$ cat src/hdl/ivm_pkg.sv
// ************************************************************
// Vector map constants
// ************************************************************
package ivm_pkg;

  localparam int          ADDR_W         = 12;
  localparam int          NUM_SRC        = 25;
  localparam int          SRC_W          = 5;
  localparam logic [ADDR_W-1:0] RESET_ADDR_APP = 12'h000;
  localparam logic [ADDR_W-1:0] ZERO_BASE      = 12'h000;
  localparam logic [1:0]  SETTLE_LAST    = 2'h2;
  localparam logic [1:0]  SETTLE_INIT    = 2'h0;
  localparam logic [1:0]  SETTLE_STEP    = 2'h1;
  localparam logic        FUSE_UNPROG    = 1'b1;
  localparam logic [NUM_SRC-1:0] NO_PENDING = 25'h0000000;
  localparam logic [NUM_SRC-1:0] ONE_SRC    = 25'h0000001;

  typedef enum logic [SRC_W-1:0] {
    SRC_EXT0, SRC_EXT1, SRC_PIN0, SRC_PIN1, SRC_PIN2, SRC_WDOG,
    SRC_T2_CMPA, SRC_T2_CMPB, SRC_T2_WRAP,
    SRC_T1_CAP, SRC_T1_CMPA, SRC_T1_CMPB, SRC_T1_WRAP,
    SRC_T0_CMPA, SRC_T0_CMPB, SRC_T0_WRAP,
    SRC_SPI_DONE, SRC_SER_RX, SRC_SER_EMPTY, SRC_SER_TX,
    SRC_ADC_DONE, SRC_EE_RDY, SRC_ACOMP, SRC_TWO_WIRE, SRC_PROG_RDY
  } ivm_src_t;

  typedef enum {ST_SETTLE, ST_RESET, ST_IDLE, ST_IRQ} ivm_state_t;

  localparam logic [ADDR_W-1:0] OFF_EXT0      = 12'h001;
  localparam logic [ADDR_W-1:0] OFF_EXT1      = 12'h002;
  localparam logic [ADDR_W-1:0] OFF_PIN0      = 12'h003;
  localparam logic [ADDR_W-1:0] OFF_PIN1      = 12'h004;
  localparam logic [ADDR_W-1:0] OFF_PIN2      = 12'h005;
  localparam logic [ADDR_W-1:0] OFF_WDOG      = 12'h006;
  localparam logic [ADDR_W-1:0] OFF_T2_CMPA   = 12'h007;
  localparam logic [ADDR_W-1:0] OFF_T2_CMPB   = 12'h008;
  localparam logic [ADDR_W-1:0] OFF_T2_WRAP   = 12'h009;
  localparam logic [ADDR_W-1:0] OFF_T1_CAP    = 12'h00A;
  localparam logic [ADDR_W-1:0] OFF_T1_CMPA   = 12'h00B;
  localparam logic [ADDR_W-1:0] OFF_T1_CMPB   = 12'h00C;
  localparam logic [ADDR_W-1:0] OFF_T1_WRAP   = 12'h00D;
  localparam logic [ADDR_W-1:0] OFF_T0_CMPA   = 12'h00E;
  localparam logic [ADDR_W-1:0] OFF_T0_CMPB   = 12'h00F;
  localparam logic [ADDR_W-1:0] OFF_T0_WRAP   = 12'h010;
  localparam logic [ADDR_W-1:0] OFF_SPI_DONE  = 12'h011;
  localparam logic [ADDR_W-1:0] OFF_SER_RX    = 12'h012;
  localparam logic [ADDR_W-1:0] OFF_SER_EMPTY = 12'h013;
  localparam logic [ADDR_W-1:0] OFF_SER_TX    = 12'h014;
  localparam logic [ADDR_W-1:0] OFF_ADC_DONE  = 12'h015;
  localparam logic [ADDR_W-1:0] OFF_EE_RDY    = 12'h016;
  localparam logic [ADDR_W-1:0] OFF_ACOMP     = 12'h017;
  localparam logic [ADDR_W-1:0] OFF_TWO_WIRE  = 12'h018;
  localparam logic [ADDR_W-1:0] OFF_PROG_RDY  = 12'h019;

  // Indexed by ivm_src_t, element 0 first
  localparam logic [ADDR_W-1:0] VEC_OFFSET [NUM_SRC] = '{
    OFF_EXT0, OFF_EXT1, OFF_PIN0, OFF_PIN1, OFF_PIN2, OFF_WDOG,
    OFF_T2_CMPA, OFF_T2_CMPB, OFF_T2_WRAP,
    OFF_T1_CAP, OFF_T1_CMPA, OFF_T1_CMPB, OFF_T1_WRAP,
    OFF_T0_CMPA, OFF_T0_CMPB, OFF_T0_WRAP,
    OFF_SPI_DONE, OFF_SER_RX, OFF_SER_EMPTY, OFF_SER_TX,
    OFF_ADC_DONE, OFF_EE_RDY, OFF_ACOMP, OFF_TWO_WIRE, OFF_PROG_RDY
  };

endpackage : ivm_pkg

$ cat src/hdl/ivm_vector_map.sv
// Operation
// - Unprogrammed boot fuse gives reset vector at word zero after any reset.
// - External requests 0 and 1 map to offsets one and two.
// - Pin change requests 0, 1, 2 map to offsets three to five.
// - Watchdog time-out maps to offset six.
// - Timer 2 compare A, compare B, overflow map to seven, eight, nine.
// - Timer 1 capture, compare A, compare B, overflow map to 0x00A-0x00D.
// - Timer 0 compare A, compare B, overflow map to 0x00E-0x010.
// - Serial peripheral transfer complete maps to 0x011.
// - Serial port receive, buffer empty, transmit done map to 0x012-0x014.
// - Converter done maps to 0x015, EEPROM ready to 0x016.
// - Comparator, two-wire, program store ready map to 0x017-0x019.
// - Programmed boot fuse takes reset vector from boot loader reset address.
// - Table select set adds boot section start to each table offset.
// - Fuse alone picks reset address; select bit alone picks table base.
// - Besides the reset vector, a vector is presented only when an interrupt is taken.
`timescale 1ns/100ps
`default_nettype none

module ivm_vector_map
  import ivm_pkg::*;
(
  input  wire logic              clk,
  input  wire logic              rstn,
  input  wire logic              boot_reset_select_fuse,
  input  wire logic              vector_table_select_bit,
  input  wire logic [ADDR_W-1:0] boot_reset_addr,
  input  wire logic              global_int_enable,
  input  wire logic [NUM_SRC-1:0] irq_pending,
  input  wire logic              vector_ack,
  output var  logic [ADDR_W-1:0] vector_addr_reg,
  output var  logic [SRC_W-1:0]  vector_src_reg,
  output var  logic              vector_is_reset_reg,
  output logic                   vector_valid,
  output logic [NUM_SRC-1:0]     irq_taken
);

  // ************************************************************
  // Reset and fuse synchronisers
  // ************************************************************
  logic       rst_meta_reg;
  logic       rst_sync_n;
  logic       fuse_meta_reg;
  logic       fuse_sync_reg;
  ivm_state_t state_reg;
  ivm_src_t   src_next;
  logic [1:0] settle_reg;
  logic       vsel_taken_reg;
  logic [ADDR_W-1:0] base_taken_reg;
  logic [NUM_SRC-1:0] pend_snap_reg;
  logic       take;

  always_ff @(posedge clk or negedge rstn)
  begin
    if (!rstn)
    begin
      rst_meta_reg <= 1'b0;
      rst_sync_n   <= 1'b0;
    end
    else
    begin
      rst_meta_reg <= 1'b1;
      rst_sync_n   <= rst_meta_reg;
    end
  end

  // Fuse is a static strap; sampled only after release settles
  always_ff @(posedge clk or negedge rst_sync_n)
  begin
    if (!rst_sync_n)
    begin
      fuse_meta_reg <= FUSE_UNPROG;
      fuse_sync_reg <= FUSE_UNPROG;
    end
    else
    begin
      fuse_meta_reg <= boot_reset_select_fuse;
      fuse_sync_reg <= fuse_meta_reg;
    end
  end

  // ************************************************************
  // Priority pick
  // ************************************************************
  always_comb
  begin
    src_next = SRC_EXT0;
    for (int i = NUM_SRC - 1; i >= 0; i--)
    begin
      if (irq_pending[i])
      begin
        src_next = ivm_src_t'(SRC_W'(i));
      end
    end
  end

  assign take         = (state_reg == ST_IDLE) && global_int_enable && (irq_pending != NO_PENDING);
  assign vector_valid = (state_reg == ST_RESET) || (state_reg == ST_IRQ);
  assign irq_taken    = (vector_ack && state_reg == ST_IRQ) ? (ONE_SRC << vector_src_reg) : NO_PENDING;

  // ************************************************************
  // Sequencer
  // ************************************************************
  always_ff @(posedge clk or negedge rst_sync_n)
  begin
    if (!rst_sync_n)
    begin
      state_reg  <= ST_SETTLE;
      settle_reg <= SETTLE_INIT;
    end
    else
    begin
      case (state_reg)
        ST_SETTLE:
        begin
          settle_reg <= settle_reg + SETTLE_STEP;
          if (settle_reg == SETTLE_LAST)
          begin
            state_reg <= ST_RESET;
          end
        end
        ST_RESET:
        begin
          if (vector_ack)
          begin
            state_reg <= ST_IDLE;
          end
        end
        ST_IDLE:
        begin
          if (take)
          begin
            state_reg <= ST_IRQ;
          end
        end
        ST_IRQ:
        begin
          if (vector_ack)
          begin
            state_reg <= ST_IDLE;
          end
        end
        default:
        begin
          state_reg <= ST_SETTLE;
        end
      endcase
    end
  end

  // ************************************************************
  // Vector address
  // ************************************************************
  always_ff @(posedge clk or negedge rst_sync_n)
  begin
    if (!rst_sync_n)
    begin
      vector_addr_reg     <= RESET_ADDR_APP;
      vector_src_reg      <= SRC_W'(SRC_EXT0);
      vector_is_reset_reg <= 1'b1;
      vsel_taken_reg      <= 1'b0;
      base_taken_reg      <= ZERO_BASE;
      pend_snap_reg       <= NO_PENDING;
    end
    else if (state_reg == ST_SETTLE && settle_reg == SETTLE_LAST)
    begin
      // Reset address ignores the table select bit
      vector_is_reset_reg <= 1'b1;
      if (fuse_sync_reg == FUSE_UNPROG)
      begin
        vector_addr_reg <= RESET_ADDR_APP;
      end
      else
      begin
        vector_addr_reg <= boot_reset_addr;
      end
    end
    else if (take)
    begin
      vector_is_reset_reg <= 1'b0;
      vector_src_reg      <= src_next;
      vsel_taken_reg      <= vector_table_select_bit;
      base_taken_reg      <= boot_reset_addr;
      pend_snap_reg       <= irq_pending;
      // Table base depends on the select bit only, never on the fuse
      if (vector_table_select_bit)
      begin
        vector_addr_reg <= boot_reset_addr + VEC_OFFSET[src_next];
      end
      else
      begin
        vector_addr_reg <= ZERO_BASE + VEC_OFFSET[src_next];
      end
    end
  end

  // ************************************************************
  // Checks
  // ************************************************************
  a_reset_app_addr: assert property (@(posedge clk) disable iff (!rst_sync_n)
    $rose(state_reg == ST_RESET) && $past(fuse_sync_reg) |-> vector_addr_reg == RESET_ADDR_APP)
    else $error("reset vector not zero with fuse unprogrammed");
  a_reset_boot_addr: assert property (@(posedge clk) disable iff (!rst_sync_n)
    $rose(state_reg == ST_RESET) && !$past(fuse_sync_reg) |-> vector_addr_reg == $past(boot_reset_addr))
    else $error("reset vector not boot address with fuse programmed");
  a_reset_reached: assert property (@(posedge clk) disable iff (!rst_sync_n)
    $rose(rst_sync_n) |-> ##[1:4] (state_reg == ST_RESET))
    else $error("reset vector not presented after release");
  a_ext_offsets: assert property (@(posedge clk) disable iff (!rst_sync_n)
    state_reg == ST_IRQ && !vsel_taken_reg && vector_src_reg == SRC_EXT1 |-> vector_addr_reg == OFF_EXT1)
    else $error("external request 1 offset wrong");
  a_pin_offsets: assert property (@(posedge clk) disable iff (!rst_sync_n)
    state_reg == ST_IRQ && !vsel_taken_reg && vector_src_reg == SRC_PIN2 |-> vector_addr_reg == OFF_PIN2)
    else $error("pin change 2 offset wrong");
  a_wdog_offset: assert property (@(posedge clk) disable iff (!rst_sync_n)
    state_reg == ST_IRQ && !vsel_taken_reg && vector_src_reg == SRC_WDOG |-> vector_addr_reg == OFF_WDOG)
    else $error("watchdog offset wrong");
  a_t2_offsets: assert property (@(posedge clk) disable iff (!rst_sync_n)
    state_reg == ST_IRQ && !vsel_taken_reg && vector_src_reg == SRC_T2_WRAP |-> vector_addr_reg == OFF_T2_WRAP)
    else $error("timer 2 overflow offset wrong");
  a_t1_offsets: assert property (@(posedge clk) disable iff (!rst_sync_n)
    state_reg == ST_IRQ && !vsel_taken_reg && vector_src_reg == SRC_T1_CAP |-> vector_addr_reg == OFF_T1_CAP)
    else $error("timer 1 capture offset wrong");
  a_t0_offsets: assert property (@(posedge clk) disable iff (!rst_sync_n)
    state_reg == ST_IRQ && !vsel_taken_reg && vector_src_reg == SRC_T0_WRAP |-> vector_addr_reg == OFF_T0_WRAP)
    else $error("timer 0 overflow offset wrong");
  a_spi_offset: assert property (@(posedge clk) disable iff (!rst_sync_n)
    state_reg == ST_IRQ && !vsel_taken_reg && vector_src_reg == SRC_SPI_DONE |-> vector_addr_reg == OFF_SPI_DONE)
    else $error("transfer complete offset wrong");
  a_serial_offsets: assert property (@(posedge clk) disable iff (!rst_sync_n)
    state_reg == ST_IRQ && !vsel_taken_reg && vector_src_reg == SRC_SER_TX |-> vector_addr_reg == OFF_SER_TX)
    else $error("serial transmit done offset wrong");
  a_adc_ee_offsets: assert property (@(posedge clk) disable iff (!rst_sync_n)
    state_reg == ST_IRQ && !vsel_taken_reg && vector_src_reg == SRC_EE_RDY |-> vector_addr_reg == OFF_EE_RDY)
    else $error("eeprom ready offset wrong");
  a_last_offsets: assert property (@(posedge clk) disable iff (!rst_sync_n)
    state_reg == ST_IRQ && !vsel_taken_reg && vector_src_reg == SRC_PROG_RDY |-> vector_addr_reg == OFF_PROG_RDY)
    else $error("program store ready offset wrong");
  a_boot_table: assert property (@(posedge clk) disable iff (!rst_sync_n)
    state_reg == ST_IRQ && vsel_taken_reg |-> vector_addr_reg == base_taken_reg + VEC_OFFSET[vector_src_reg])
    else $error("boot table address wrong");
  a_base_select: assert property (@(posedge clk) disable iff (!rst_sync_n)
    $rose(state_reg == ST_IRQ) && !$past(vector_table_select_bit) |-> vector_addr_reg < OFF_PROG_RDY + OFF_EXT0)
    else $error("table base moved without select bit");
  a_fetch_taken: assert property (@(posedge clk) disable iff (!rst_sync_n)
    $rose(state_reg == ST_IRQ) |-> $past(global_int_enable) && $past(irq_pending) != NO_PENDING)
    else $error("vector presented without taken interrupt");
  a_lowest_first: assert property (@(posedge clk) disable iff (!rst_sync_n)
    state_reg == ST_IRQ |-> (pend_snap_reg & ((ONE_SRC << vector_src_reg) - ONE_SRC)) == NO_PENDING)
    else $error("lower numbered request skipped");
  a_ext0_offset: assert property (@(posedge clk) disable iff (!rst_sync_n)
    state_reg == ST_IRQ && !vsel_taken_reg && vector_src_reg == SRC_EXT0 |-> vector_addr_reg == OFF_EXT0)
    else $error("external request 0 offset wrong");
  a_pin0_offset: assert property (@(posedge clk) disable iff (!rst_sync_n)
    state_reg == ST_IRQ && !vsel_taken_reg && vector_src_reg == SRC_PIN0 |-> vector_addr_reg == OFF_PIN0)
    else $error("pin change 0 offset wrong");
  a_pin1_offset: assert property (@(posedge clk) disable iff (!rst_sync_n)
    state_reg == ST_IRQ && !vsel_taken_reg && vector_src_reg == SRC_PIN1 |-> vector_addr_reg == OFF_PIN1)
    else $error("pin change 1 offset wrong");
  a_t2_cmpa_offset: assert property (@(posedge clk) disable iff (!rst_sync_n)
    state_reg == ST_IRQ && !vsel_taken_reg && vector_src_reg == SRC_T2_CMPA |-> vector_addr_reg == OFF_T2_CMPA)
    else $error("timer 2 compare a offset wrong");
  a_t2_cmpb_offset: assert property (@(posedge clk) disable iff (!rst_sync_n)
    state_reg == ST_IRQ && !vsel_taken_reg && vector_src_reg == SRC_T2_CMPB |-> vector_addr_reg == OFF_T2_CMPB)
    else $error("timer 2 compare b offset wrong");
  a_t1_cmpa_offset: assert property (@(posedge clk) disable iff (!rst_sync_n)
    state_reg == ST_IRQ && !vsel_taken_reg && vector_src_reg == SRC_T1_CMPA |-> vector_addr_reg == OFF_T1_CMPA)
    else $error("timer 1 compare a offset wrong");
  a_t1_cmpb_offset: assert property (@(posedge clk) disable iff (!rst_sync_n)
    state_reg == ST_IRQ && !vsel_taken_reg && vector_src_reg == SRC_T1_CMPB |-> vector_addr_reg == OFF_T1_CMPB)
    else $error("timer 1 compare b offset wrong");
  a_t1_wrap_offset: assert property (@(posedge clk) disable iff (!rst_sync_n)
    state_reg == ST_IRQ && !vsel_taken_reg && vector_src_reg == SRC_T1_WRAP |-> vector_addr_reg == OFF_T1_WRAP)
    else $error("timer 1 overflow offset wrong");
  a_t0_cmpa_offset: assert property (@(posedge clk) disable iff (!rst_sync_n)
    state_reg == ST_IRQ && !vsel_taken_reg && vector_src_reg == SRC_T0_CMPA |-> vector_addr_reg == OFF_T0_CMPA)
    else $error("timer 0 compare a offset wrong");
  a_t0_cmpb_offset: assert property (@(posedge clk) disable iff (!rst_sync_n)
    state_reg == ST_IRQ && !vsel_taken_reg && vector_src_reg == SRC_T0_CMPB |-> vector_addr_reg == OFF_T0_CMPB)
    else $error("timer 0 compare b offset wrong");
  a_ser_rx_offset: assert property (@(posedge clk) disable iff (!rst_sync_n)
    state_reg == ST_IRQ && !vsel_taken_reg && vector_src_reg == SRC_SER_RX |-> vector_addr_reg == OFF_SER_RX)
    else $error("serial receive offset wrong");
  a_ser_empty_offset: assert property (@(posedge clk) disable iff (!rst_sync_n)
    state_reg == ST_IRQ && !vsel_taken_reg && vector_src_reg == SRC_SER_EMPTY |-> vector_addr_reg == OFF_SER_EMPTY)
    else $error("serial buffer empty offset wrong");
  a_adc_offset: assert property (@(posedge clk) disable iff (!rst_sync_n)
    state_reg == ST_IRQ && !vsel_taken_reg && vector_src_reg == SRC_ADC_DONE |-> vector_addr_reg == OFF_ADC_DONE)
    else $error("converter done offset wrong");
  a_acomp_offset: assert property (@(posedge clk) disable iff (!rst_sync_n)
    state_reg == ST_IRQ && !vsel_taken_reg && vector_src_reg == SRC_ACOMP |-> vector_addr_reg == OFF_ACOMP)
    else $error("comparator offset wrong");
  a_two_wire_offset: assert property (@(posedge clk) disable iff (!rst_sync_n)
    state_reg == ST_IRQ && !vsel_taken_reg && vector_src_reg == SRC_TWO_WIRE |-> vector_addr_reg == OFF_TWO_WIRE)
    else $error("two-wire offset wrong");
  a_gap_after_ack: assert property (@(posedge clk) disable iff (!rst_sync_n)
    state_reg == ST_IRQ && vector_ack |=> !vector_valid)
    else $error("vector still presented after ack");

endmodule : ivm_vector_map

`default_nettype wire

$ cat config.mk
export PLATFORM = sky130hd
export DESIGN_NAME = ivm_vector_map
export DESIGN_NICKNAME = d
export VERILOG_FILES = /design/src/hdl/ivm_pkg.sv /design/src/hdl/ivm_vector_map.sv
export SDC_FILE = /design/constraint.sdc
export NUM_CORES = 1
export LEC_CHECK = 0
export ABC_AREA = 1
export BUFFER_PORTS_ARGS = -buffer_cell sky130_fd_sc_hd__buf_2
export CAP_MARGIN = 20
export CORE_UTILIZATION = 48
export DETAILED_ROUTE_END_ITERATION = 8
export PLACE_DENSITY_LB_ADDON = 0.08
export SLEW_MARGIN = 15
export SYNTH_ARGS = -nofsm -noshare
export SYNTH_HDL_FRONTEND = slang
export SYNTH_SLANG_ARGS = --single-unit
$ cat constraint.sdc
create_clock -name clk -period 1.5 [get_ports clk]
set_input_delay 0.3 -clock clk [delete_from_list [all_inputs] [get_ports clk]]
set_output_delay 0.3 -clock clk [all_outputs]
set_load 0.01 [all_outputs]
==> results by group <==
Outcome
  – Outcome: finished, violations left
  – Failing checks: setup timing

Global routing
  – Pin count of the biggest net entering global routing: 25
  – Global-route usage over all layers: 0.2952
  – First-pass GRT wire length: 10,030 µm
  – Leftover overflow at the end of global routing: 0
  – Initial antenna violation count: 0
  – Vias in the first global route: 2,388

Drt
  – WL met1: 3179 µm
  – Count of unresolved DRC violations after routing: 0
  – Wire length per cell after detailed routing: 17.96 µm
  – Total routed wirelength: 9266 µm
  – Starting DRC count in detailed routing: 219
  – Detail Route Antenna Nets: 0
  – Uppermost metal layer occupied by signal nets: met4
  – Total iterations of the first detailed-routing run: 4
  – Total met3 wirelength after detailed routing: 671 µm
  – Vias post-DR: 2,869
  – Vias per cell: 5.560
  – DR WL met2: 4800 µm

Floorplanning
  – Floorplan row count: 23
  – Starting utilization of the core area: 0.5028
  – Floorplan core area: 4029 µm²
  – Die Area: 4484 µm²
  – Die boundary width: 66.97 µm
  – Number of top-level pins: 87
  – Die Height: 66.97 µm

Setup path
  – Worst reg2reg path depth: 7
  – Peak per-stage delay on the critical path: 0.38 ns
  – Worst Setup End Kind: flip-flop
  – Class of the most critical setup path: input pin to flip-flop
  – Most used cell along the critical path: sky130_fd_sc_hd__nand2_1
  – Worst reg2reg startpoint: state_reg[0]
  – Worst EP arrival: 3.53 ns
  – Critical path depth: 36
  – Top Family by Delay on Critical Path: simple AND/OR/NAND/NOR gates
  – FF-to-FF setup slack: -0.29 ns
  – CP max stage cell: sky130_fd_sc_hd__fa_2
  – Required time at the endpoint of the critical path: 1.64 ns
  – Highest fanout seen on the critical path: 4
  – Crit start category: input pin
  – Buffers and inverters on the worst path: 4
  – Reg2Reg Capture Point: vector_addr_reg[10]

Timing
  – Setup repair after global routing missed its margin: true
  – Minimum setup slack in the final design: -1.889 ns
  – Worst clock skew: 0.003590 ns
  – Setup tns final: -29.00 ns
  – Final critical-path required period: 3.389 ns
  – Maximum operating frequency: 295.1 MHz
  – Total of endpoints with negative setup slack in the final report: 44
  – Number of hold violations in the final report: 0
  – Worst Hold Slack: 0.1166 ns
  – Tcrit/Tclk final: 2.259
  – Max-slew violation total from the final report: 0

Yosys
  – Dominant cells by area after synthesis: sky130_fd_sc_hd__dfrtp_1, sky130_fd_sc_hd__nand2_1, sky130_fd_sc_hd__inv_1
  – Multiplexer area fraction after synthesis: 0
  – Share of synthesized flip-flops with an asynchronous set or reset: 1.000
  – Adder-cell share of the synthesized area: 0.05312
  – Dominant combinational cell family by area after synthesis: simple AND/OR/NAND/NOR gates
  – Number of nets in the synthesized netlist: 348
  – Synthesized-area fraction occupied by xor and xnor cells: 0.02594
  – Complex-gate fraction of the synthesized area: 0.1303
  – Primary FF master, synth: sky130_fd_sc_hd__dfrtp_1
  – Leading post-synthesis cells by instance count: sky130_fd_sc_hd__nand2_1, sky130_fd_sc_hd__inv_1, sky130_fd_sc_hd__nor2_1
  – Most frequent cell after synthesis: sky130_fd_sc_hd__nand2_1
  – Post-synth top area share: 0.2841
  – Total of flip-flops plus latches after synthesis: 26
  – Post-synth cell types: 42
  – Simple-Gate Fraction of Synth Area: 0.3484
  – Area leader, netlist: sky130_fd_sc_hd__dfrtp_1
  – Number of flops mapped to enable cells by yosys: 0
  – Part of the Yosys area used for sequential elements: 0.3230
  – Number of standard cells after synthesis: 297
  – Post-Syn Area: 2026 µm²
  – Warnings from Yosys: 0
  – Synthesized area per cell: 6.821 µm²

Final layout
  – Layout Nets: 518
  – Total inserted antenna cells: 0
  – Area growth, synth to finish: 84.93%
  – Largest register FFs: 12
  – Layout cell share with drive strength beyond 1: 0.5730

Hold path
  – Worst hold-check path type: input pin to flip-flop
  – Launch point of the worst hold path: boot_reset_select_fuse
  – Endpoint with the worst hold slack: fuse_meta_reg
  – WHS Path Cells: 1

Power and ir drop
  – P per Cell Area: 683.7 nW/µm²
  – Peak supply drop: 462.9 µV
  – Static leakage: 1.952 nW

Clock network
  – CTS sink count: 26
  – TritonCTS clock tree: built
  – Source-to-sink clock delay at the later pin of the worst-skew pair: 0.28 ns
  – CTS root buf: sky130_fd_sc_hd__clkbuf_8
  – Number of clock buffers inserted by TritonCTS: 3
  – Worst-path clk slew: 0.10 ns
  – Clock H-tree levels: 1
  – Max Buffers Root-to-Sink: 2

Placed design
  – Post-DP HPWL: 4375 µm
  – Final weighted congestion in routability-driven placement: 0.8608
  – Setup slack at placement: -2.078 ns
  – Port-buffer cells: 86

Run
  – Number of violations of the max-capacitance limit: 0
cell families (layout without fill, tap and decap cells):
kind of cell	count (synthesis)	after routing
simple gates	155	156
buf+inv	62	230
compound gates	39	39
flops	26	26
fa+ha+maj	8	8
xor+xnor	6	6
other cells	1	1
per-stage QoR:
| step | util | std cells | cell area, µm² | total power [W] |
|---|---|---|---|---|
| 2_1_floorplan | - | 297 | 2141 | 0.001278 |
| 3_3_place_gp | 0.7627 | 490 | 3073 | 0.001614 |
| 3_5_place_dp | 0.7627 | 490 | 3073 | 0.001639 |
| 4_1_cts | 0.8668 | 507 | 3492 | 0.002353 |
| 5_1_grt | 0.9298 | 516 | 3746 | 0.002674 |
| 6_report | 0.9298 | 516 | 3746 | 0.002561 |
final cells by class:
class	instances	area, µm²
clock inverter	1	30.03
timing repair buffer	169	1180
multi-input combinational	210	1519
clock buffer	3	41.29
timing repair inverter	1	7.507
fill	145	282.8
tap	50	62.56
sequential	26	659.4
inverter	56	246.5
cells in the final DEF, fill, tap and decap left out, types with 4 or more instances in the layout:
cell and instances:
sky130_fd_sc_hd__o211ai_1 4, sky130_fd_sc_hd__nor4_2 6, sky130_fd_sc_hd__nand4_1 8, sky130_fd_sc_hd__nor2_1 25, sky130_fd_sc_hd__nand2_2 11, sky130_fd_sc_hd__inv_1 39
sky130_fd_sc_hd__buf_2 81, sky130_fd_sc_hd__dfrtp_1 19, sky130_fd_sc_hd__buf_4 63, sky130_fd_sc_hd__inv_2 9, sky130_fd_sc_hd__ha_1 4, sky130_fd_sc_hd__nor2_4 7
sky130_fd_sc_hd__buf_6 21, sky130_fd_sc_hd__nand3_1 9, sky130_fd_sc_hd__nor2_2 10, sky130_fd_sc_hd__o21ai_1 4, sky130_fd_sc_hd__nand2_1 63, sky130_fd_sc_hd__dfrtp_2 4
sky130_fd_sc_hd__a21oi_1 8
how the worst max path moves through the flow:
| stage | start | slack (ns) | end |
|---|---|---|---|
| final | irq_pending[22] | -1.89 | vector_addr_reg[10] |
| after global routing | irq_pending[22] | -2.20 | vector_addr_reg[11] |
| after CTS | irq_pending[22] | -1.71 | vector_addr_reg[11] |
| after detailed placement | irq_pending[22] | -2.08 | vector_addr_reg[11] |
| after global placement | irq_pending[22] | -1.98 | vector_addr_reg[11] |
| after floorplan | irq_pending[22] | -1.71 | vector_addr_reg[11] |
layer usage:
layer  vias to the layer above  track usage
met1                      1334       0.3221
met4                         0      0.08245
li1                       1291            -
met3                        62      0.05137
met5                         -            0
met2                       182       0.5707
where the power goes:
group / internal (W) / switching [W]
Combinational: 0.000488 / 0.000606
Clock: 0.000358 / 0.000239
Sequential: 0.000790 / 0.0000801
Total: 0.00164 / 0.000925
what timing repair did:
action / 4_1_cts / 5_1_grt
gates cloned: 2 / 0
resized for setup: 66 / 43
endpoints found under the setup margin: 44 / 44
setup buffers: 13 / 11
pin swaps: 39 / 34
hold buffers: 1 / 0
endpoints found under the hold margin: 2 / 0
No activity file was read; power rests on OpenSTA's default activity.
